`src/verilog/tmc_pkg.sv`:
```
/*
 tmc_pkg: special function register addresses, field positions,
 reset values, divider constants, mode enum and carrier structs for
 the three-channel timer/counter.
 assumes: a byte-wide special function register port from the core.
*/
package tmc_pkg;

   // special function register addresses
   localparam logic [7:0] TMC_ADDR_RUN_CTRL  = 8'h88;
   localparam logic [7:0] TMC_ADDR_MODE      = 8'h89;
   localparam logic [7:0] TMC_ADDR_CNT_LO0   = 8'h8A;
   localparam logic [7:0] TMC_ADDR_CNT_LO1   = 8'h8B;
   localparam logic [7:0] TMC_ADDR_CNT_HI0   = 8'h8C;
   localparam logic [7:0] TMC_ADDR_CNT_HI1   = 8'h8D;
   localparam logic [7:0] TMC_ADDR_CLK_DIV   = 8'h8E;
   localparam logic [7:0] TMC_ADDR_T2_CTRL   = 8'hC8;
   localparam logic [7:0] TMC_ADDR_CNT_LO2   = 8'hCC;
   localparam logic [7:0] TMC_ADDR_CNT_HI2   = 8'hCD;

   // reset values
   localparam logic [7:0] TMC_RST_MODE       = 8'h00;
   localparam logic [7:0] TMC_RST_RUN_CTRL   = 8'h00;
   localparam logic [7:0] TMC_RST_CLK_DIV    = 8'h01;
   localparam logic [7:0] TMC_RST_T2_CTRL    = 8'h00;
   localparam logic [7:0] TMC_RST_CNT        = 8'h00;
   localparam logic [7:0] TMC_UNMAPPED_READ  = 8'h00;

   // timer_mode_select fields
   localparam int TMC_GATE1     = 7;
   localparam int TMC_CT1       = 6;
   localparam int TMC_MODE1_HI  = 5;
   localparam int TMC_MODE1_LO  = 4;
   localparam int TMC_GATE0     = 3;
   localparam int TMC_CT0       = 2;
   localparam int TMC_MODE0_HI  = 1;
   localparam int TMC_MODE0_LO  = 0;

   // timer_run_control_reg fields
   localparam int TMC_OVF1      = 7;
   localparam int TMC_RUN1      = 6;
   localparam int TMC_OVF0      = 5;
   localparam int TMC_RUN0      = 4;

   // clock_divide_control_reg fields
   localparam int TMC_DIVSEL1   = 4;
   localparam int TMC_DIVSEL0   = 3;

   // timer two control fields
   localparam int TMC_OVF2      = 7;
   localparam int TMC_RUN2      = 2;
   localparam int TMC_CT2       = 1;

   // cpu clock divider
   localparam int         TMC_DIV_FAST   = 4;
   localparam int         TMC_DIV_SLOW   = 12;
   localparam logic [3:0] TMC_PRE_LAST   = 4'(TMC_DIV_SLOW - 1);
   localparam logic [1:0] TMC_FAST_LAST  = 2'(TMC_DIV_FAST - 1);

   // synchroniser pin positions
   localparam int TMC_PIN_EV0   = 0;
   localparam int TMC_PIN_EV1   = 1;
   localparam int TMC_PIN_EV2   = 2;
   localparam int TMC_PIN_IRQ0  = 3;
   localparam int TMC_PIN_IRQ1  = 4;
   localparam int TMC_NUM_PINS  = 5;

   typedef enum logic [1:0] {
      TMC_M13,
      TMC_M16,
      TMC_M8R,
      TMC_MSPLIT
   } tmc_mode_e;

   typedef struct packed {
      logic [7:0] addr;
      logic [7:0] wdata;
      logic       wr;
      logic       rd;
   } tmc_sfr_req_s;

   typedef struct packed {
      logic       ovf;
      logic [7:0] hi;
      logic [7:0] lo;
   } tmc_cnt_s;

endpackage : tmc_pkg

```
`src/verilog/tmc_timer_counter.sv`:
```
/*
 tmc_timer_counter: timers zero, one and two with mode decode, gate,
 clock select, cpu clock divider and their special function registers.
 assumes: pins and sfr requests synchronous to clock; the core pulses
 an isr acknowledge when it vectors to a timer interrupt.
*/
`timescale 1ns/1ps

// Overview of operation
// - three timer/counters, cpu clock or event pin
// - event inputs on p0.5, p0.6, p1.0
// - 16-bit count as low and high bytes
// - four modes, run bits start and stop
// - mode field 00 13b,01 16b,10 reload,11 split
// - split mode only on timer zero
// - timer one gate needs pin high and run
// - timer one clock: divided cpu or pin
// - bits 5:4 are timer one mode
// - timer zero gate needs pin high and run
// - timer zero clock: divided cpu or pin
// - bits 1:0 are timer zero mode
// - 13-bit rollover sets flag, one-clock pulse
// - flag set on overflow, timer zero and one flags cleared on vector
module tmc_timer_counter
   import tmc_pkg::*;
(
   // clock and reset
   input  wire logic         clock,
   input  wire logic         rst_n,
   // special function register port
   input  wire tmc_sfr_req_s sfr_req,
   output logic [7:0]        sfr_rdata,
   // pins: p0.5, p0.6, p1.0 and external interrupts
   input  wire logic         event_input_zero,
   input  wire logic         event_input_one,
   input  wire logic         event_input_two,
   input  wire logic         ext_irq_pin_zero_low,
   input  wire logic         ext_irq_pin_one_low,
   // interrupt vector acknowledges
   input  wire logic         isr_ack_zero,
   input  wire logic         isr_ack_one,
   // timer outputs and flags
   output logic              timer_out_zero,
   output logic              timer_out_one,
   output logic              overflow_flag_zero,
   output logic              overflow_flag_one,
   output logic              overflow_flag_two
);

   function automatic tmc_cnt_s tmc_step(input tmc_mode_e m,
                                         input logic [7:0] lo,
                                         input logic [7:0] hi);
      tmc_cnt_s    r;
      logic [8:0]  s9;
      logic [13:0] s13;
      logic [16:0] s17;
      r   = '{ovf: 1'b0, hi: hi, lo: lo};
      s9  = {1'b0, lo} + 9'h001;
      s13 = {1'b0, hi, lo[4:0]} + 14'h0001;
      s17 = {1'b0, hi, lo} + 17'h0_0001;
      unique case (m)
         TMC_M13:
         begin
            r.ovf = s13[13];
            r.hi  = s13[12:5];
            r.lo  = {lo[7:5], s13[4:0]};
         end
         TMC_M16:
         begin
            r.ovf = s17[16];
            r.hi  = s17[15:8];
            r.lo  = s17[7:0];
         end
         TMC_M8R:
         begin
            r.ovf = s9[8];
            r.lo  = s9[8] ? hi : s9[7:0];
         end
         TMC_MSPLIT:
         begin
            r.ovf = s9[8];
            r.lo  = s9[7:0];
         end
      endcase
      return r;
   endfunction : tmc_step

   logic [TMC_NUM_PINS-1:0] pins_meta_q;
   logic [TMC_NUM_PINS-1:0] pins_sync_q;
   logic [2:0]              pins_prev_q;
   logic [TMC_NUM_PINS-1:0] pins_raw;
   logic [7:0]              mode_q, mode_d;
   logic [7:0]              rc_q, rc_d;
   logic [7:0]              ckdiv_q, ckdiv_d;
   logic [7:0]              t2c_q, t2c_d;
   logic [7:0]              lo0_q, lo0_d, hi0_q, hi0_d;
   logic [7:0]              lo1_q, lo1_d, hi1_q, hi1_d;
   logic [7:0]              lo2_q, lo2_d, hi2_q, hi2_d;
   logic [3:0]              pre_q, pre_d;
   logic                    out0_q, out0_d, out1_q, out1_d;
   logic [7:0]              rdata_q, rdata_d;
   logic                    tick_fast, tick_slow, div0, div1;
   logic [2:0]              ev_fall;
   tmc_mode_e               m0, m1;
   logic                    tick0, tick1, tick2, en0, en1;
   logic                    cnt0, cnt1, cnt2, split, inc_th0;
   logic                    set0, set1, set2, wr;
   tmc_cnt_s                st0, st1;
   logic [8:0]              hi0_inc;
   logic [16:0]             s2;

   // event pins are port alternate functions
   assign pins_raw = {ext_irq_pin_one_low, ext_irq_pin_zero_low,
                      event_input_two, event_input_one,
                      event_input_zero};

   always_comb
   begin
      // cpu clock divider, /4 and /12 enables
      tick_fast = (pre_q[1:0] == TMC_FAST_LAST);
      tick_slow = (pre_q == TMC_PRE_LAST);
      pre_d     = tick_slow ? 4'h0 : pre_q + 4'h1;
      ev_fall   = pins_prev_q & ~pins_sync_q[2:0];
      m0 = tmc_mode_e'(mode_q[TMC_MODE0_HI:TMC_MODE0_LO]);
      m1 = tmc_mode_e'(mode_q[TMC_MODE1_HI:TMC_MODE1_LO]);
      div0 = ckdiv_q[TMC_DIVSEL0] ? tick_fast : tick_slow;
      div1 = ckdiv_q[TMC_DIVSEL1] ? tick_fast : tick_slow;
      tick0 = mode_q[TMC_CT0] ? ev_fall[TMC_PIN_EV0] : div0;
      tick1 = mode_q[TMC_CT1] ? ev_fall[TMC_PIN_EV1] : div1;
      en0 = rc_q[TMC_RUN0] &
            (~mode_q[TMC_GATE0] | pins_sync_q[TMC_PIN_IRQ0]);
      en1 = rc_q[TMC_RUN1] &
            (~mode_q[TMC_GATE1] | pins_sync_q[TMC_PIN_IRQ1]);
      st0     = tmc_step(m0, lo0_q, hi0_q);
      st1     = tmc_step(m1, lo1_q, hi1_q);
      split   = (m0 == TMC_MSPLIT);
      // run bits start and stop counting
      cnt0    = tick0 & en0;
      hi0_inc = {1'b0, hi0_q} + 9'h001;
      inc_th0 = split & rc_q[TMC_RUN1] & div1;
      // timer one holds in split mode
      cnt1    = tick1 & en1 & (m1 != TMC_MSPLIT);
      // timer two as timer or event counter
      tick2   = t2c_q[TMC_CT2] ? ev_fall[TMC_PIN_EV2] : tick_slow;
      cnt2    = tick2 & t2c_q[TMC_RUN2];
      s2      = {1'b0, hi2_q, lo2_q} + 17'h0_0001;
      set0    = cnt0 & st0.ovf;
      set1    = (inc_th0 & hi0_inc[8]) | (cnt1 & st1.ovf & ~split);
      set2    = cnt2 & s2[16];
      lo0_d   = cnt0 ? st0.lo : lo0_q;
      hi0_d   = split ? (inc_th0 ? hi0_inc[7:0] : hi0_q)
                      : (cnt0 ? st0.hi : hi0_q);
      lo1_d   = cnt1 ? st1.lo : lo1_q;
      hi1_d   = cnt1 ? st1.hi : hi1_q;
      lo2_d   = cnt2 ? s2[7:0] : lo2_q;
      hi2_d   = cnt2 ? s2[15:8] : hi2_q;
      mode_d  = mode_q;
      ckdiv_d = ckdiv_q;
      rc_d    = rc_q;
      t2c_d   = t2c_q;
      wr      = sfr_req.wr;
      // software writes count bytes, write wins
      if (wr)
      begin
         unique case (sfr_req.addr)
            TMC_ADDR_CNT_LO0:  lo0_d   = sfr_req.wdata;
            TMC_ADDR_CNT_HI0:  hi0_d   = sfr_req.wdata;
            TMC_ADDR_CNT_LO1:  lo1_d   = sfr_req.wdata;
            TMC_ADDR_CNT_HI1:  hi1_d   = sfr_req.wdata;
            TMC_ADDR_CNT_LO2:  lo2_d   = sfr_req.wdata;
            TMC_ADDR_CNT_HI2:  hi2_d   = sfr_req.wdata;
            TMC_ADDR_MODE:     mode_d  = sfr_req.wdata;
            TMC_ADDR_CLK_DIV:  ckdiv_d = sfr_req.wdata;
            TMC_ADDR_RUN_CTRL: rc_d    = sfr_req.wdata;
            TMC_ADDR_T2_CTRL:  t2c_d   = sfr_req.wdata;
            default:           mode_d  = mode_q;
         endcase
      end
      // vector clears flag, overflow set wins
      if (!(wr && sfr_req.addr == TMC_ADDR_RUN_CTRL))
      begin
         rc_d[TMC_OVF0] = rc_q[TMC_OVF0] & ~isr_ack_zero;
         rc_d[TMC_OVF1] = rc_q[TMC_OVF1] & ~isr_ack_one;
      end
      rc_d[TMC_OVF0]  = rc_d[TMC_OVF0] | set0;
      rc_d[TMC_OVF1]  = rc_d[TMC_OVF1] | set1;
      t2c_d[TMC_OVF2] = t2c_d[TMC_OVF2] | set2;
      out0_d = set0;
      out1_d = set1;
      rdata_d = rdata_q;
      if (sfr_req.rd)
      begin
         unique case (sfr_req.addr)
            TMC_ADDR_CNT_LO0:  rdata_d = lo0_q;
            TMC_ADDR_CNT_HI0:  rdata_d = hi0_q;
            TMC_ADDR_CNT_LO1:  rdata_d = lo1_q;
            TMC_ADDR_CNT_HI1:  rdata_d = hi1_q;
            TMC_ADDR_CNT_LO2:  rdata_d = lo2_q;
            TMC_ADDR_CNT_HI2:  rdata_d = hi2_q;
            TMC_ADDR_MODE:     rdata_d = mode_q;
            TMC_ADDR_CLK_DIV:  rdata_d = ckdiv_q;
            TMC_ADDR_RUN_CTRL: rdata_d = rc_q;
            TMC_ADDR_T2_CTRL:  rdata_d = t2c_q;
            default:           rdata_d = TMC_UNMAPPED_READ;
         endcase
      end
   end

   always_ff @(posedge clock)
   begin
      if (!rst_n)
      begin
         pins_meta_q <= '0;
         pins_sync_q <= '0;
         pins_prev_q <= '0;
         mode_q      <= TMC_RST_MODE;
         rc_q        <= TMC_RST_RUN_CTRL;
         ckdiv_q     <= TMC_RST_CLK_DIV;
         t2c_q       <= TMC_RST_T2_CTRL;
         lo0_q       <= TMC_RST_CNT;
         hi0_q       <= TMC_RST_CNT;
         lo1_q       <= TMC_RST_CNT;
         hi1_q       <= TMC_RST_CNT;
         lo2_q       <= TMC_RST_CNT;
         hi2_q       <= TMC_RST_CNT;
         pre_q       <= 4'h0;
         out0_q      <= 1'b0;
         out1_q      <= 1'b0;
         rdata_q     <= TMC_UNMAPPED_READ;
      end
      else
      begin
         pins_meta_q <= pins_raw;
         pins_sync_q <= pins_meta_q;
         pins_prev_q <= pins_sync_q[2:0];
         mode_q      <= mode_d;
         rc_q        <= rc_d;
         ckdiv_q     <= ckdiv_d;
         t2c_q       <= t2c_d;
         lo0_q       <= lo0_d;
         hi0_q       <= hi0_d;
         lo1_q       <= lo1_d;
         hi1_q       <= hi1_d;
         lo2_q       <= lo2_d;
         hi2_q       <= hi2_d;
         pre_q       <= pre_d;
         out0_q      <= out0_d;
         out1_q      <= out1_d;
         rdata_q     <= rdata_d;
      end
   end

   assign sfr_rdata          = rdata_q;
   assign timer_out_zero     = out0_q;
   assign timer_out_one      = out1_q;
   assign overflow_flag_zero = rc_q[TMC_OVF0];
   assign overflow_flag_one  = rc_q[TMC_OVF1];
   assign overflow_flag_two  = t2c_q[TMC_OVF2];

   property p_slow_period;
      @(posedge clock) disable iff (!rst_n)
      tick_slow |=> !tick_slow [*8];
   endproperty
   a_slow_period: assert property (p_slow_period)
      else $error("slow divider tick repeats too soon");

   property p_roll13;
      @(posedge clock) disable iff (!rst_n)
      (m0 == TMC_M13 && cnt0 && hi0_q == 8'hFF && lo0_q[4:0] == 5'h1F
       && !wr) |=> (hi0_q == 8'h00 && lo0_q[4:0] == 5'h00
       && overflow_flag_zero && timer_out_zero);
   endproperty
   a_roll13: assert property (p_roll13)
      else $error("13-bit rollover did not wrap and flag");

   property p_pulse_one;
      @(posedge clock) disable iff (!rst_n)
      $rose(timer_out_zero) |=> !timer_out_zero || $past(set0);
   endproperty
   a_pulse_one: assert property (p_pulse_one)
      else $error("timer output pulse outlived its overflow");

   property p_ack_clear;
      @(posedge clock) disable iff (!rst_n)
      (isr_ack_one && !set1 && !wr) |=> !overflow_flag_one;
   endproperty
   a_ack_clear: assert property (p_ack_clear)
      else $error("overflow flag not cleared by vector");

   property p_set_wins;
      @(posedge clock) disable iff (!rst_n)
      set0 |=> overflow_flag_zero;
   endproperty
   a_set_wins: assert property (p_set_wins)
      else $error("overflow lost against clear");

   property p_gate0;
      @(posedge clock) disable iff (!rst_n)
      (mode_q[TMC_GATE0] && !pins_sync_q[TMC_PIN_IRQ0] && !split && !wr)
      |=> $stable(lo0_q) && $stable(hi0_q);
   endproperty
   a_gate0: assert property (p_gate0)
      else $error("timer zero counted with gate pin low");

   property p_run1;
      @(posedge clock) disable iff (!rst_n)
      (!rc_q[TMC_RUN1] && !wr) |=> $stable({hi1_q, lo1_q});
   endproperty
   a_run1: assert property (p_run1)
      else $error("timer one counted while stopped");

   property p_no_split1;
      @(posedge clock) disable iff (!rst_n)
      (m1 == TMC_MSPLIT && !wr) |=> $stable({hi1_q, lo1_q});
   endproperty
   a_no_split1: assert property (p_no_split1)
      else $error("timer one moved in split mode");

   property p_event_once;
      @(posedge clock) disable iff (!rst_n)
      (m0 == TMC_M16 && mode_q[TMC_CT0] && en0 && !wr)
      |=> lo0_q == 8'($past(lo0_q) + ($past(ev_fall[TMC_PIN_EV0]) ? 1 : 0));
   endproperty
   a_event_once: assert property (p_event_once)
      else $error("event count did not track pin edges");

   property p_mode_wr;
      @(posedge clock) disable iff (!rst_n)
      (wr && sfr_req.addr == TMC_ADDR_MODE)
      |=> mode_q == $past(sfr_req.wdata);
   endproperty
   a_mode_wr: assert property (p_mode_wr)
      else $error("mode register write not stored");

endmodule : tmc_timer_counter

```
`config.mk`:
```
export PLATFORM = sky130hd
export DESIGN_NAME = tmc_timer_counter
export DESIGN_NICKNAME = d
export VERILOG_FILES = /design/src/verilog/tmc_pkg.sv /design/src/verilog/tmc_timer_counter.sv
export SDC_FILE = /design/constraint.sdc
export NUM_CORES = 1
export LEC_CHECK = 0
export BUFFER_PORTS_ARGS = -buffer_cell sky130_fd_sc_hd__buf_2
export CAP_MARGIN = 20
export CORE_ASPECT_RATIO = 1.2
export CORE_UTILIZATION = 40
export CTS_CLUSTER_SIZE = 10
export DETAILED_ROUTE_END_ITERATION = 6
export PLACE_DENSITY = 0.61
export SLEW_MARGIN = 20
export SYNTH_ARGS = -nofsm -noshare
export SYNTH_HDL_FRONTEND = slang
export SYNTH_SLANG_ARGS = --single-unit
```
`constraint.sdc`:
```
create_clock -name clock -period 6.35 [get_ports clock]
set_clock_uncertainty 0.05 [all_clocks]
set_input_delay 0.635 -clock clock [delete_from_list [all_inputs] [get_ports clock]]
set_output_delay 0.635 -clock clock [all_outputs]
set_load 0.02 [all_outputs]
```
==> flow_metrics.env <==
export IMPL_drtPass1Iterations=5
export IMPL_dp_hpwl_um=14300
export IMPL_slew_violations=0
export IMPL_synth_nets=839
export IMPL_irDropWorstVdd_mv=0.114
export IMPL_wl_per_cell_um=20.4
export IMPL_cp_arrival_ps=2920
export IMPL_row_count=50
export IMPL_grt_usage_pct=25.7
export IMPL_layout_nets=827
export IMPL_io_pins=40
export IMPL_setup_ws_ps=3630
export IMPL_dr_wl_met3_um=941
export IMPL_critPathLaunchType="input port"
export IMPL_dr_max_layer_used="met4"
export IMPL_ys_top_cells_by_area="dfxtp_1 (34%), nand2_1 (5.7%), o21ai_0 (5.6%), mux2i_1 (5.0%), a21oi_1 (4.9%)"
export IMPL_ys_seq_elements=107
export IMPL_hold_viol_final=0
export IMPL_grt_pass1_wl_um=32700
export IMPL_cp_required_ps=6560
export IMPL_synth_top_area_share_pct=33.6
export IMPL_coreArea_um2=15600
export IMPL_multi_input_area_um2=3930
export IMPL_clockPowerShare_pct=43.3
export IMPL_grt_overflow_total=0
export IMPL_fin_crit_ps=2720
export IMPL_yosysSeqAreaShare_pct=33.6
export IMPL_leakage_nw=2.36
export IMPL_portBuffers=39
export IMPL_status="complete, no violations"
export IMPL_syn_avg_cell_area_um2=7.91
export IMPL_grt_setup_unrepaired="false"
export IMPL_yosys_warnings=0
export IMPL_yosysUniqueCellTypes=82
export IMPL_routed_wirelength_um=20600
export IMPL_netlist_area_um2=6380
export IMPL_antenna_left=0
export IMPL_wl_met1_um=8870
export IMPL_p_switching_mw=0.368
export IMPL_yosysTopAreaCell="dfxtp_1"
export IMPL_post_place_ws_ps=3340
export IMPL_die_area_um2=16500
export IMPL_fmax_mhz=368
export IMPL_syn_to_final_growth_pct=7.92
export IMPL_slowest_stage="nor4b_4"
export IMPL_antenna_found_initial=0
export IMPL_intPower_mw=1.03
export IMPL_cts_max_level=3
export IMPL_cts_tree="done"
export IMPL_slew_headroom_pct=51.7
export IMPL_numCtsBuffers=9
export IMPL_drc=0
export IMPL_wl_met2_um=9730
export IMPL_cts_sinks=107
export IMPL_initial_utilization_pct=41.0
export IMPL_drive_gt1_share_pct=10.3
export IMPL_critPathMaxFanout=18
export IMPL_cts_repair_resized=0
export IMPL_synthArstFlopShare_pct=0
export IMPL_post_cts_setup_buffer_count=0
export IMPL_end_kind="flop"
export IMPL_regArea_um2=2140
export IMPL_worst_skew_pair_late_latency_ps=370
export IMPL_drt_iter0_drc=487
export IMPL_path_common_cell="nand2_1"
export IMPL_place_congestion=0.970
export IMPL_slowest_delay_ps=630
export IMPL_maxCapViolations=0
export IMPL_path_buf_inv=1
export IMPL_synth_edff_count=0
export IMPL_cp_top_family="simple AND/OR/NAND/NOR gates"
export IMPL_p_seq_share_pct=49.7
export IMPL_num_vias=6062
export IMPL_comb_power_share_pct=7.0
export IMPL_worstPathCellList="buf_2 -> nor4b_4 -> nand2_2 -> nor3b_2 -> nand2_1 -> nand2_1 -> a21boi_1"
export IMPL_die_width_um=117
export IMPL_tightestPinTransition_ps=725
export IMPL_timing_final_crit_share_pct=42.8
export IMPL_fin_tns_setup_ps=0
export IMPL_p_sw_share_pct=26.3
export IMPL_hold_class="flop to flop"
export IMPL_yosysMostFrequentCell="dfxtp_1"
export IMPL_ys_top_cells_by_count="dfxtp_1 (107), nand2_1 (97), o21ai_0 (72)"
export IMPL_grt_max_degree=82
export IMPL_n_fill_cell=1608
export IMPL_cts_buffer_depth=2
export IMPL_diodes=0
export IMPL_path_clk_slew_ps=80
export IMPL_first_global_vias=5657
export IMPL_hold_buffers=0
export IMPL_clockRootBuffer="clkbuf_16"
export IMPL_avgViaCountPerCell=6.01
export IMPL_die_y_um=140
export IMPL_ys_flop_type="dfxtp_1"
export IMPL_power_density_nw_per_um2=203
export IMPL_critPathKind="input port to flop"
export IMPL_synthCells=807
export IMPL_setup_viol=0
==> sequential cells by signal, summed over array words and instances (netlist names), 5 cells and up <==
register	cells
mode_q	8
pins_sync_q	5
rc_q	8
sfr_rdata	8
ckdiv_q	8
lo2_q	8
hi2_q	8
lo1_q	8
t2c_q	8
hi0_q	8
lo0_q	8
pins_meta_q	5
hi1_q	8
==> area by class of cell <==
type	instances	share of cell area, %
Clock buffer	10	3.32
Inverter	9	0.490
Timing Repair Buffer	41	3.05
Clock inverter	6	1.14
Tap cell	208	3.78
Sequential cell	107	31.1
Multi-Input combinational cell	627	57.1
==> stage by stage <==
| step | cells | hold slack, ps | total power, mW | util (%) | area [um^2] |
|---|---|---|---|---|---|
| finish | 1008 | 387 | 1.40 | 44.2 | 6890 |
| global route | 1008 | 399 | 1.44 | 44.2 | 6890 |
| CTS | 1008 | 388 | 1.40 | 44.2 | 6880 |
| detailed placement | 992 | 369 | 0.807 | 42.2 | 6580 |
| global placement | 992 | 366 | 0.807 | 42.2 | 6580 |
| floorplan | 807 | 362 | 0.772 | - | 6380 |
==> power groups by stage <==
stage	logic, mW	registers, mW	clock network [mW]
2_1_floorplan	0.0723	0.699	0
3_5_place_dp	0.0966	0.710	0
5_1_grt	0.106	0.696	0.639
6_report	0.0980	0.695	0.606
4_1_cts	0.0969	0.694	0.612
3_3_place_gp	0.0964	0.710	0
==> worst paths after layout <==
kind	to	slack (ps)	depth (start not counted)	start
worst max-delay path	mode_q[0]	3630	7	sfr_req[16]
worst min-delay path	pins_sync_q[3]	390	1	pins_meta_q[3]
worst max register to register	hi0_q[6]	3860	5	mode_q[1]
worst min register to register	pins_sync_q[3]	390	1	pins_meta_q[3]
==> kinds of logic (layout without fill, tap and decap cells) <==
logic type | after synthesis | count (layout) | share of synthesized area [%]
flip-flops | 107 | 107 | 33.6
XOR/XNOR | 28 | 28 | 3.84
AO/OA/AOI/OAI | 244 | 244 | 24.2
AND/OR/NAND/NOR | 315 | 315 | 26.9
multiplexers | 35 | 35 | 5.72
adder cells (fa/ha/maj) | 5 | 5 | 0.980
buffers and inverters | 73 | 66 | 4.86
==> cell usage in the layout (no fill, tap or decap), drive strengths merged, types with 5 or more instances in the layout <==
cell type	count
buf	41
nor2	35
a31oi	10
xor2	16
nor3	17
nand4	20
nor4	5
xnor2	12
o22ai	12
a32oi	5
o21ai	75
and3	12
dfxtp	107
nand2	99
nand3b	6
ha	5
a221oi	8
nand3	48
nand2b	6
inv	13
clkbuf	10
nor3b	6
a21oi	62
and2	18
nor2b	25
a22oi	10
a21boi	18
mux2i	32
==> layer usage <==
metal,GRT usage [%],vias up
met4,14.8,0
met1,32.5,2874
li1,-,2927
met2,41.9,201
met3,3.62,60
met5,0,-
No activity file was read; power rests on OpenSTA's default activity.
